$ cat src/core/acis_map.svh
// Register map, field positions, reset values and code points of the input select block.
// Assumes an 8-bit register port; included by bare name wherever these constants are needed.
`ifndef ACIS_MAP_SVH
`define ACIS_MAP_SVH

// Register offsets
`define ACIS_OFF_CSRA       8'h06
`define ACIS_OFF_SEL        8'h07
`define ACIS_OFF_STAT       8'h08
`define ACIS_OFF_MASK       8'h09

// Reset values
`define ACIS_RST_CSRA       8'h00
`define ACIS_RST_SEL        8'h00
`define ACIS_RST_MASK       4'h0

// Control/status A bit positions
`define ACIS_CSRA_EN        7
`define ACIS_CSRA_BUSY      6
`define ACIS_CSRA_AUTO      5
`define ACIS_CSRA_DONE      4
`define ACIS_CSRA_IE        3

// Reference codes
`define ACIS_REF_VCC        2'h0
`define ACIS_REF_EXT        2'h1
`define ACIS_REF_INT        2'h2
`define ACIS_REF_INT_PIN    2'h3

// Special input codes
`define ACIS_SEL_AGND       6'h20
`define ACIS_SEL_IREF       6'h21
`define ACIS_SEL_TEMP       6'h22
`define ACIS_SEL_CAL0       6'h23

// Interrupt status bit positions
`define ACIS_EV_DONE        0
`define ACIS_EV_APPLY       1
`define ACIS_EV_ABORT       2
`define ACIS_EV_RSVREF      3

// Settling allowance after a new pair or reference, in converter clocks
`define ACIS_SETTLE_CYC     13
// Converter clock division at prescale code 000
`define ACIS_PRESC_DIV0     2

`endif

$ cat src/core/acis_pkg.sv
// Types shared by the input select block and its decoder.
// Assumes the map header for numeric constants; holds types only.
package acis_pkg;

  // Kind of source routed to the converter
  typedef enum logic [2:0] {
    acis_src_single = 3'b000,
    acis_src_agnd   = 3'b001,
    acis_src_iref   = 3'b010,
    acis_src_temp   = 3'b011,
    acis_src_diff   = 3'b100,
    acis_src_calib  = 3'b101
  } acis_src_t;

  // Whole register state of the top module
  typedef struct packed {
    logic       en;        // Converter powered
    logic       auto_bit;  // Stored only; leaves the block only through a read of control/status A
    logic       ie_bit;    // Stored only
    logic [2:0] presc;     // Stored only
    logic       done_flag; // Conversion finished
    logic [1:0] wr_ref;    // Written reference
    logic [5:0] wr_sel;    // Written input code
    logic [1:0] act_ref;   // Reference in use
    logic [5:0] act_sel;   // Input code in use
    acis_src_t  src;       // Decoded source kind
    logic [2:0] pos;       // Positive channel
    logic [2:0] neg;       // Negative channel
    logic       gain;      // High gain
    logic       ref_pin;   // Internal reference drives the pin
    logic       int_ref;   // Internal reference powered
    logic       ext_ref;   // External pin is the reference
    logic       temp_en;   // Temperature sensor powered
    logic [3:0] stat;      // Sticky events
    logic [3:0] mask;      // Event mask
    logic       irq;       // Interrupt level
    logic       abort;     // Abort pulse
    logic [7:0] rdata;     // Read data
  } acis_state_t;

endpackage

$ cat src/core/acis_decode.sv
// Input code decoder: turns a six-bit input code into source kind, channel pair and gain.
// Assumes a registered caller; purely combinational.
`timescale 1ns/1ps
`include "acis_map.svh"

module acis_decode (
  // Code in
  input  wire logic [5:0]         code,
  // Decoded selection
  output acis_pkg::acis_src_t     src,
  output logic [2:0]              pos_ch,
  output logic [2:0]              neg_ch,
  output logic                    gain
);
  import acis_pkg::*;

  // Normal pair for code bits 4:1, before any reversal
  logic [2:0] pair_p;  // Positive pin of the pair
  logic [2:0] pair_n;  // Negative pin of the pair

  // Pair table for the twelve normal differential pairs
  always_comb begin
    pair_p = 3'h0;
    pair_n = 3'h0;
    unique case (code[4:1])
      4'h4:    begin pair_p = 3'h0; pair_n = 3'h1; end
      4'h5:    begin pair_p = 3'h0; pair_n = 3'h3; end
      4'h6:    begin pair_p = 3'h1; pair_n = 3'h2; end
      4'h7:    begin pair_p = 3'h1; pair_n = 3'h3; end
      4'h8:    begin pair_p = 3'h2; pair_n = 3'h3; end
      4'h9:    begin pair_p = 3'h3; pair_n = 3'h4; end
      4'ha:    begin pair_p = 3'h3; pair_n = 3'h5; end
      4'hb:    begin pair_p = 3'h3; pair_n = 3'h6; end
      4'hc:    begin pair_p = 3'h3; pair_n = 3'h7; end
      4'hd:    begin pair_p = 3'h4; pair_n = 3'h5; end
      4'he:    begin pair_p = 3'h5; pair_n = 3'h6; end
      4'hf:    begin pair_p = 3'h6; pair_n = 3'h7; end
      // Codes 0..3 are not pairs; the caller never reads these
      default: begin pair_p = 3'h0; pair_n = 3'h0; end
    endcase
  end

  // Classify the code
  always_comb begin
    src    = acis_src_single;
    pos_ch = code[2:0];
    neg_ch = 3'h0;
    gain   = 1'b0;
    if (code[5:3] == 3'h0) begin
      src = acis_src_single;
    end else if (code == `ACIS_SEL_AGND) begin
      src = acis_src_agnd;
    end else if (code == `ACIS_SEL_IREF) begin
      src = acis_src_iref;
    end else if (code == `ACIS_SEL_TEMP) begin
      src = acis_src_temp;
    end else if (code[5:3] == 3'h4) begin
      // Same pin on both inputs, only pins 0, 3 and 7
      src    = acis_src_calib;
      pos_ch = (code[2:1] == 2'h1) ? 3'h0 : (code[2:1] == 2'h2) ? 3'h3 : 3'h7;
      neg_ch = pos_ch;
      gain   = code[0];
    end else begin
      src  = acis_src_diff;
      gain = code[0];
      // Top bit swaps the two inputs of a normal pair
      pos_ch = code[5] ? pair_n : pair_p;
      neg_ch = code[5] ? pair_p : pair_n;
    end
  end

endmodule

$ cat src/core/acis_top.sv
// Converter input and reference selection with the converter enable bit.
// Assumes a conversion engine on the same clock giving busy and a one-cycle done.
// Summary of operation
// - Reference code picks supply, pin or internal
// - Reference change waits for running conversion end
// - Input change waits for running conversion end
// - Code 11 drives internal reference onto pin
// - Codes 0 to 7 select single pins
// - Ground, internal reference, temperature sensor codes
// - Normal, calibration and reversed pair ranges
// - Lowest code bit picks 1x or 20x
// - Top code bit swaps pair polarity
// - Calibration ties one pin to both inputs
// - Each pair code maps to its pins
// - Enable bit powers converter, clearing aborts
// - Done flag sets when conversion finishes
//
// The strobed register port is this design's own decision.
`timescale 1ns/1ps
`include "acis_map.svh"

module acis_top (
  // Clock and reset
  input  wire logic               core_clk,
  input  wire logic               resetn,
  // Register port
  input  wire logic [7:0]         reg_addr,
  input  wire logic [7:0]         reg_wdata,
  input  wire logic               reg_wr,
  input  wire logic               reg_rd,
  output logic [7:0]              reg_rdata,
  // Conversion engine
  input  wire logic               conv_busy,
  input  wire logic               conv_done,
  output logic                    converter_enable,
  output logic                    conv_abort,
  // Reference control
  output logic [1:0]              reference_select,
  output logic                    ref_pin_drive,
  output logic                    int_ref_on,
  output logic                    ext_ref_sel,
  // Input routing
  output logic [5:0]              input_select,
  output acis_pkg::acis_src_t     src_kind,
  output logic [2:0]              pos_channel,
  output logic [2:0]              neg_channel,
  output logic                    gain_select_bit,
  output logic                    temp_sensor_en,
  // Interrupt
  output logic                    irq
);
  import acis_pkg::*;

  acis_state_t st;       // Registered state
  acis_state_t next_st;  // Next state

  // Decoded register accesses
  logic       wr_csra;   // Write to control/status A
  logic       wr_sel;    // Write to the select register
  logic       wr_mask;   // Write to the mask
  logic       rd_stat;   // Read of the event status
  logic [5:0] new_sel;   // Written input code after this cycle
  logic [1:0] new_ref;   // Written reference after this cycle
  logic       may_apply; // Active copies may follow written ones
  logic [5:0] use_sel;   // Input code in use after this cycle
  logic [1:0] use_ref;   // Reference in use after this cycle

  // Decoder outputs for the next active code
  acis_src_t  dec_src;
  logic [2:0] dec_pos;
  logic [2:0] dec_neg;
  logic       dec_gain;

  // Address decode
  assign wr_csra = reg_wr && (reg_addr == `ACIS_OFF_CSRA);
  assign wr_sel  = reg_wr && (reg_addr == `ACIS_OFF_SEL);
  assign wr_mask = reg_wr && (reg_addr == `ACIS_OFF_MASK);
  assign rd_stat = reg_rd && (reg_addr == `ACIS_OFF_STAT);

  // Written copies take a register write at once
  assign new_sel = wr_sel ? reg_wdata[5:0] : st.wr_sel;
  assign new_ref = wr_sel ? reg_wdata[7:6] : st.wr_ref;

  // Idle or finishing: a write in the done cycle lands after the conversion anyway
  // An aborted conversion leaves a pending write, applied once busy falls
  assign may_apply = !conv_busy || conv_done;
  assign use_sel   = may_apply ? new_sel : st.act_sel;
  assign use_ref   = may_apply ? new_ref : st.act_ref;

  // Decode the code that will be active next, so outputs come from flops
  acis_decode u_decode (
    .code   (use_sel),
    .src    (dec_src),
    .pos_ch (dec_pos),
    .neg_ch (dec_neg),
    .gain   (dec_gain)
  );

  // Next-state logic
  always_comb begin
    next_st = st;
    next_st.abort = 1'b0;
    next_st.rdata = 8'h00;

    // Control/status A write
    if (wr_csra) begin
      next_st.en       = reg_wdata[`ACIS_CSRA_EN];
      next_st.auto_bit = reg_wdata[`ACIS_CSRA_AUTO];
      next_st.ie_bit   = reg_wdata[`ACIS_CSRA_IE];
      next_st.presc    = reg_wdata[2:0];
      // Clearing the enable mid-conversion kills that conversion
      if (st.en && !reg_wdata[`ACIS_CSRA_EN] && conv_busy && !conv_done) begin
        next_st.abort = 1'b1;
      end
      // Done flag is write-one-to-clear
      if (reg_wdata[`ACIS_CSRA_DONE]) begin
        next_st.done_flag = 1'b0;
      end
    end
    // Completion sets the flag; the set wins over a same-cycle clear
    if (conv_done) begin
      next_st.done_flag = 1'b1;
    end

    // Written and active selection copies
    next_st.wr_sel  = new_sel;
    next_st.wr_ref  = new_ref;
    next_st.act_sel = use_sel;
    next_st.act_ref = use_ref;

    // Reference switches derived from the active code
    // Code 11 keeps the internal reference powered while it drives the pin
    next_st.ref_pin = (use_ref == `ACIS_REF_INT_PIN);
    next_st.int_ref = (use_ref == `ACIS_REF_INT) ||
                      (use_ref == `ACIS_REF_INT_PIN);
    next_st.ext_ref = (use_ref == `ACIS_REF_EXT);

    // Input routing from the decoder
    next_st.src     = dec_src;
    next_st.pos     = dec_pos;
    next_st.neg     = dec_neg;
    next_st.gain    = dec_gain;
    next_st.temp_en = (dec_src == acis_src_temp);

    // Mask register
    if (wr_mask) begin
      next_st.mask = reg_wdata[3:0];
    end

    // Status clears on read, then new events set on top
    if (rd_stat) begin
      next_st.stat = 4'h0;
    end
    if (conv_done) begin
      next_st.stat[`ACIS_EV_DONE] = 1'b1;
    end
    if ((use_sel != st.act_sel) || (use_ref != st.act_ref)) begin
      next_st.stat[`ACIS_EV_APPLY] = 1'b1;
    end
    if (next_st.abort) begin
      next_st.stat[`ACIS_EV_ABORT] = 1'b1;
    end
    // Code 11 is marked reserved yet wired up; tell software it was used
    if (wr_sel && (reg_wdata[7:6] == `ACIS_REF_INT_PIN)) begin
      next_st.stat[`ACIS_EV_RSVREF] = 1'b1;
    end
    next_st.irq = |(next_st.stat & next_st.mask);

    // Read data, valid only in the cycle after the strobe
    if (reg_rd) begin
      unique case (reg_addr)
        `ACIS_OFF_CSRA: begin
          next_st.rdata = {st.en, conv_busy, st.auto_bit, st.done_flag,
                           st.ie_bit, st.presc};
        end
        `ACIS_OFF_SEL: begin
          // Reads show the written copy, not the one in use
          next_st.rdata = {st.wr_ref, st.wr_sel};
        end
        `ACIS_OFF_STAT: begin
          next_st.rdata = {4'h0, st.stat};
        end
        `ACIS_OFF_MASK: begin
          next_st.rdata = {4'h0, st.mask};
        end
        // Unmapped addresses read as zero
        default: begin
          next_st.rdata = 8'h00;
        end
      endcase
    end
  end

  // State register
  always_ff @(posedge core_clk or negedge resetn) begin
    if (!resetn) begin
      st <= '0;
    end else begin
      st <= next_st;
    end
  end

  // Outputs straight from flops
  assign reg_rdata        = st.rdata;
  assign converter_enable = st.en;
  assign conv_abort       = st.abort;
  assign reference_select = st.act_ref;
  assign ref_pin_drive    = st.ref_pin;
  assign int_ref_on       = st.int_ref;
  assign ext_ref_sel      = st.ext_ref;
  assign input_select     = st.act_sel;
  assign src_kind         = st.src;
  assign pos_channel      = st.pos;
  assign neg_channel      = st.neg;
  assign gain_select_bit  = st.gain;
  assign temp_sensor_en   = st.temp_en;
  assign irq              = st.irq;
endmodule

$ cat config.mk
export PLATFORM = sky130hd
export DESIGN_NAME = acis_top
export DESIGN_NICKNAME = d
export VERILOG_FILES = /design/src/core/acis_pkg.sv /design/src/core/acis_decode.sv /design/src/core/acis_top.sv
export VERILOG_INCLUDE_DIRS = /design/src /design/src/core
export SDC_FILE = /design/constraint.sdc
export NUM_CORES = 1
export LEC_CHECK = 0
export ABC_AREA = 0
export BUFFER_PORTS_ARGS = -buffer_cell sky130_fd_sc_hd__buf_2
export CORE_MARGIN = 1.5
export CORE_UTILIZATION = 50
export CTS_CLUSTER_SIZE = 12
export DETAILED_ROUTE_END_ITERATION = 7
export PLACE_DENSITY = 0.8
export SYNTH_ARGS = -nofsm -noshare
export SYNTH_HDL_FRONTEND = slang
export SYNTH_SLANG_ARGS = --single-unit
$ cat constraint.sdc
create_clock -name core_clk -period 1.6 [get_ports core_clk]
set_input_delay 0.08 -clock core_clk [delete_from_list [all_inputs] [get_ports core_clk]]
set_output_delay 0.08 -clock core_clk [all_outputs]
set_load 0.005 [all_outputs]
== Word-level counts from Yosys, hierarchy flattened ==
Memory sizes are Yosys's and may differ from the RTL's.
Index checks and enable logic that the tools add are counted.
Storage, ports and cells
  flip-flop bits (word level): 55
  memory bits (read-only): 96
  input bits: 22
  memories kept: 1
Cells by class
  equality and inequality tests: 17
  muxes and demuxes: 40
  bitwise logic cells: 1
  reduce and logical (&&, ||, !) cells: 19
Memory list
  (no name shown): words 16, bits a word 6, read ports 1, clocked after memory_dff 0, wr ports 0, line acis_decode.sv:25  | unique case (code[4:1])
Operators with widths (count)
  3-bit two-way mux: 18
  8-bit case mux with 4 select lines: 1
  6-bit == test, second input constant: 3
  8-bit by 3-bit == test with 1-bit output, second input constant: 2
  8-bit by 4-bit == test with 1-bit output, second input constant: 2
  1-bit two-way mux: 14
  6-bit two-way mux: 2
  2-bit == test, second input constant: 4
  1-bit logical AND: 8
  4-bit two-way mux: 2
  8-bit two-way mux: 1
  6-bit != test: 1
  4-bit bitwise AND: 1
  2-bit by 1-bit == test with 1-bit output, second input constant: 2
  2-bit two-way mux: 2
  2-bit nonzero test: 2
  4-bit OR reduction: 1
  3-bit by 2-bit == test with 1-bit output, second input constant: 1
  3-bit == test, second input constant: 1
  1-bit zero test: 3
  3-bit zero test: 1
  1-bit logical OR: 3
  2-bit != test: 1
  2-bit AND reduction: 1

== Longest topological paths before layout ==
  word-level depth: 12
  mapped depth: 13
  depth with buffers taken out: 10

== Modules after synthesis ==
Synthesis repeated with hierarchy kept, for this count alone.
Unflattened totals
  cells, all modules: 272
  area, all modules: 2934.1 um^2
By module, submodules not included
  acis_top: times used 1, cells each 206, area each 2471.1 um^2, sequential area each 1376.3 um^2
  acis_decode: times used 1, cells each 66, area each 462.9 um^2, sequential area each 0.0 um^2

== Worst setup path before layout ==
OpenSTA, ideal clock, no wires.
  path type: input to register
  start point: input port reg_addr[7]
  end point: register st, in the netlist pos_channel[2]
  library setup time: 67 ps
  arrival: 2285 ps
  data required time: 1533 ps
  setup slack: -752 ps
  stages on the path: 8
  buffers on the path: 1
  path through: or4_4 > buf_6 > or4_4 > a31o_4 > ha_1 > o21ai_0 > a21o_1 > o221a_1
On the way
  cells in the longest elaborated chain, start to end: 12
  elaborated cells between the ends (all ways): 20
  those cells by class: 7 x eq/ne; 10 x mux; 2 x reduce/logical; 1 x memory
Ends and longest elaborated chain
  start: declaration: line acis_top.sv:27  | input wire logic [7:0] reg_addr,
  8-bit by 3-bit == test with 1-bit output *
  1-bit logical AND *: line acis_top.sv:76  | assign wr_sel = reg_wr && (reg_addr == `ACIS_OFF_SEL);
  6-bit two-way mux *: line acis_top.sv:81  | assign new_sel = wr_sel ? reg_wdata[5:0] : st.wr_sel;
  6-bit two-way mux *: line acis_top.sv:87  | assign use_sel = may_apply ? new_sel : st.act_sel;
  branches (longest 7 deep; another with memory 16 x 6 bit)
  3-bit two-way mux *: line acis_decode.sv:49  | if (code[5:3] == 3'h0) begin
  named net dec_pos[2]: line acis_top.sv:70  | logic [2:0] dec_pos;
  end signal: assignment: line acis_top.sv:199  | st <= next_st;
  end: declaration: line acis_top.sv:54  | acis_state_t st;
Mark *: on every way through the listed nets, which the timed path passes.
A chain may end at the register's enable or synchronous reset.

== Worst setup path in the final report ==
  start point: input port reg_addr[4]
  end point: register st, in the netlist pos_channel[0]
On the way
  cells in the longest elaborated chain, start to end: 11
  elaborated cells between the ends (all ways): 18
  those cells by class: 6 x eq/ne; 9 x mux; 2 x reduce/logical; 1 x memory
Ends and longest elaborated chain
  8-bit by 3-bit == test with 1-bit output *
  1-bit logical AND *: line acis_top.sv:76
  6-bit two-way mux *: line acis_top.sv:81
  6-bit two-way mux *: line acis_top.sv:87
  memory 16 x 6 bit / 2-bit by 1-bit == test with 1-bit output (equally long branches)
  3-bit two-way mux, on equally long branches: line acis_decode.sv:67, acis_decode.sv:60
  3-bit two-way mux: line acis_decode.sv:57  | end else if (code[5:3] == 3'h4) begin
  3-bit two-way mux: line acis_decode.sv:55  | end else if (code == `ACIS_SEL_TEMP) begin
  3-bit two-way mux: line acis_decode.sv:53  | end else if (code == `ACIS_SEL_IREF) begin
  3-bit two-way mux: line acis_decode.sv:51  | end else if (code == `ACIS_SEL_AGND) begin
  3-bit two-way mux *: line acis_decode.sv:49
  named net dec_pos[0]: line acis_top.sv:70
Mark *: on every way through the listed nets, which the timed path passes. The rest lies on a longest branch.

==> summary.md <==
| Metric | Value |
|---|---|
| Outcome | finished with violations |
| Failing checks | negative setup slack |
| Compound-Gate Fraction of Synth Area | around 16% |
| R2R cell count | 10 |
| Clk slew on worst S/H paths | about 0.11 ns |
| RSZ-0062 raised after global routing | yes |
| WP data arrival | 2.44 ns |
| Crit-path max cell delay | 0.57 ns |
| Reg-to-reg critical path endpoint | pos_channel[0]$_DFF_PN0_ |
| DR iter-0 viols | 206 |
| CTS Buf Count | 5 |
| Number of buffers and inverters on the critical path | 2 |
| Clock sink count | 55 |
| Vias in the first global route | 2628 |
| Worst min path class | in -> reg |
| PortBufs | 54 |
| VDD IR max | about 0.7 mV |
| Largest family of logic cells by synthesized area | compound AO/OA/AOI/OAI gates |
| Total Routing Usage GR | 26.4% |
| Final Critical Period | 2.22 ns |
| Rel. slew slack | just under 70% |
| Skew final | 0.0115 ns |
| Die Ht | ~81 µm |
| Syn Nets | 305 |
| CP startpoint | reg_addr[4] |
| Worst r2r src | st[41]$_DFF_PN0_ |
| Fraction of synthesized area in multiplexers | 7.86% |
| Area contributors post-synth | dfrtp_1 (46%), buf_4 (7.0%), mux2_2 (4.9%) |
| Ant. Diodes | 0 |
| Detailed Place HPWL | 5580 µm |
| Post-route antenna net violation count | 0 |
| GR Overflow Total | 0 |
| Syn avg cell area | around 11 µm² |
| Asr flop ratio synth | 100% |
| Cell chain of the critical path | buf_6, or4_4, or4_4, a31o_4, ha_4, inv_2, mux2i_1, mux2i_1, o32ai_1, a31oi_1 |
| Xor/xnor share of the synthesized area | 2.04% |
| H-tree depth | 2 |
| Inst Count DP | 452 |
| Layout Cells excl Fill | 472 |
| CORE AREA | roughly 5900 µm² |
| Adder-Cell Fraction of Synth Area | 1.66% |
| Cells after synthesis | 279 |
| Register area share after synthesis | 45.7% |
| Die Area | 6490 µm² |
| Period utilization | 139% |
| Boundary Pins | between 50 and 60 |
| WHS | 0.00995 ns |
| Initial core utilization | 51.4% |
| Max Root-Sink Buffers | 2 |
| Drt total wl | 9000 µm |
| Crit Path Max Fanout | 7 |
| Rows | 28 |
| Initial antenna violation count | 0 |
| DR WL/cell | between 15 and 20 µm |
| Slew @ Worst Pin | 0.465 ns |
| Layout area overhead | 43.4% |
| Clk Tree Root Cell | clkbuf_8 |
| Critical-path top delay cell | or4_4 |
| Crit Path Category | in -> reg |
| Slew Viols, Final | 0 |
| Clock Latency Late Sink | approximately 0.32 ns |
| Leading area contributor after synthesis | dfrtp_1 |
| R2r setup slk | -0.43 ns |
| CP Depth | 10 |
| Mapped Area | 3010 µm² |
| Max Fclk | 0.451 GHz |
| Yosys cell types | 61 |
| Layout cells sized above 1 | 54.9% |
| Post-synth EDFFs | 0 |
| Simple-gate share of the synthesized area | 15.6% |
| Final setup violation count | 14 |
| Leak | ~0.0021 µW |
| Crit path to | pos_channel[0]$_DFF_PN0_ |
| Share of the synthesized area in the top cell type | 45.7% |
| Final Power | 3190 µW |
| Synth Flop Type | dfrtp_1 |
| Routed via count | approximately 2700 |
| CTS tree | yes |
| # DRC | 0 |
| Kind of cell adding the most delay to the critical path | simple AND/OR/NAND/NOR gates |
| Largest net degree at the start of global routing | 56 |
| Final Hold Viols | 0 |
| WP data required | between 1.5 and 2 ns |
| Startpoint types | primary input |
| CP Capture Type | flop |
| #FFs+latches synth | 55 |
| GP Congestion | approximately 0.90 |
| PD cells | 738 nW/µm² |
| Post-Place Worst Slack | -0.807 ns |
| Yosys warns | 0 |
| Max Cap Viol | 0 |
| Worst setup margin | -0.616 ns |
| Core Util, Final | 73.8% |
| Vias per cell | 5.67 |
| Final #Nets | ~420 |
| First-pass GRT wire length | 12800 µm |
| Router iterations before antenna repair | 4 |
| Die Width | about 81 µm |
how the worst min path moves through the flow:
stage	from	endpoint	cells past startpoint
after floorplan	resetn	conv_abort$_DFF_PN0_	0
after global placement	resetn	reg_rdata[7]$_DFF_PN0_	2
after detailed placement	resetn	reg_rdata[7]$_DFF_PN0_	2
after CTS	reg_wdata[2]	st[51]$_DFFE_PN0P_	2
after global routing	reg_wdata[2]	st[51]$_DFFE_PN0P_	2
final	reg_wdata[2]	st[51]$_DFFE_PN0P_	2
routing by layer:
metal	track usage, %	up-vias	share of wire (%)
li1	-	1212	-
met1	30.1	1320	40
met2	47.3	113	50
met3	5.23	32	6.0
met4	12.1	0	4.3
met5	0	-	0
placed cells by master, fill, tap and decap left out, types with 3 or more instances in the layout:
cell | netlist | layout
buf_4 | 28 | 74
dfrtp_1 | 55 | 55
buf_2 | 1 | 52
nand2_1 | 21 | 18
nor2_1 | 20 | 18
buf_6 | 4 | 13
mux2i_1 | 9 | 8
mux2_2 | 13 | 8
a22oi_1 | 7 | 7
a21oi_1 | 10 | 7
a21o_1 | 6 | 6
o31ai_4 | 1 | 5
inv_1 | 8 | 5
mux2_4 | 0 | 5
clkbuf_8 | 1 | 5
o21ai_0 | 7 | 4
a31oi_1 | 4 | 4
buf_12 | 0 | 4
nor4_2 | 1 | 3
nand4_1 | 3 | 3
nand2b_1 | 3 | 3
nor2b_1 | 3 | 3
inv_2 | 1 | 3
o21ai_1 | 0 | 3
nor3_2 | 1 | 3
a21oi_4 | 1 | 3
nor3_1 | 7 | 3
o21a_1 | 3 | 3
and3b_1 | 3 | 3
xnor2_1 | 5 | 3
ha_4 | 0 | 3
cell usage after synthesis (4+ instances only):
master	number
xnor2_1	5
mux2_2	13
nor3_1	7
a22oi_1	7
ha_1	4
nor2_1	20
dfrtp_1	55
a31oi_1	4
buf_6	4
o21ai_0	7
mux2i_1	9
buf_4	28
a21o_1	6
inv_1	8
nand2_1	21
a21oi_1	10
worst reg2reg max path, delay by kind of cell (launching register included):
family | cells | cell delay, ns
mux | 2 | 0.22
fa+ha+maj | 1 | 0.17
buf+inv | 3 | 0.33
compound gates | 4 | 0.76
flops | 1 | 0.41
metrics by stage:
stage               TNS, ns  area [µm²]
detailed placement   -13.77        3780
global placement     -13.58        3780
finish                -5.44        4320
CTS                   -4.49        4100
global route          -6.41        4320
floorplan             -6.40        3050
cell type report:
| class | count | area [µm²] |
|---|---|---|
| flip-flops and latches | 55 | 1380 |
| repair buffers | 145 | 1070 |
| fillers | 350 | 1540 |
| well taps | 75 | 93.8 |
| inverters | 10 | 52.6 |
| multi-input cells | 179 | 1610 |
| clock buffers | 5 | 68.8 |
| clock inverters | 3 | 43.8 |
repair_timing:
action | in CTS | in global routing
hold endpoints to repair | 55 | 0
resized for setup | 32 | 38
hold buffers | 1 | 0
buffers inserted | 5 | 8
gates cloned | 1 | 0
setup endpoints to repair | 16 | 24
pin swaps | 16 | 17
flip-flops by register name (all words and copies together) (netlist names), 2 cells and up:
name / count
st: 22
input_select: 6
reg_rdata: 8
src_kind: 3
neg_channel: 3
reference_select: 2
pos_channel: 3
power by group:
group	total (µW)	internal [µW]	switching, µW
Combinational	745	367	378
Clock	951	467	484
Sequential	1490	1450	39.2
Total	3190	2280	901
logic make-up (layout without fill, tap and decap cells):
family	after synthesis	count (layout)
AND/OR/NAND/NOR	84	84
multiplexers	22	22
flip-flops	55	55
adder cells (fa/ha/maj)	4	4
XOR/XNOR	7	7
AO/OA/AOI/OAI	61	62
buffers and inverters	46	163
(Power assumes the default switching activity.)
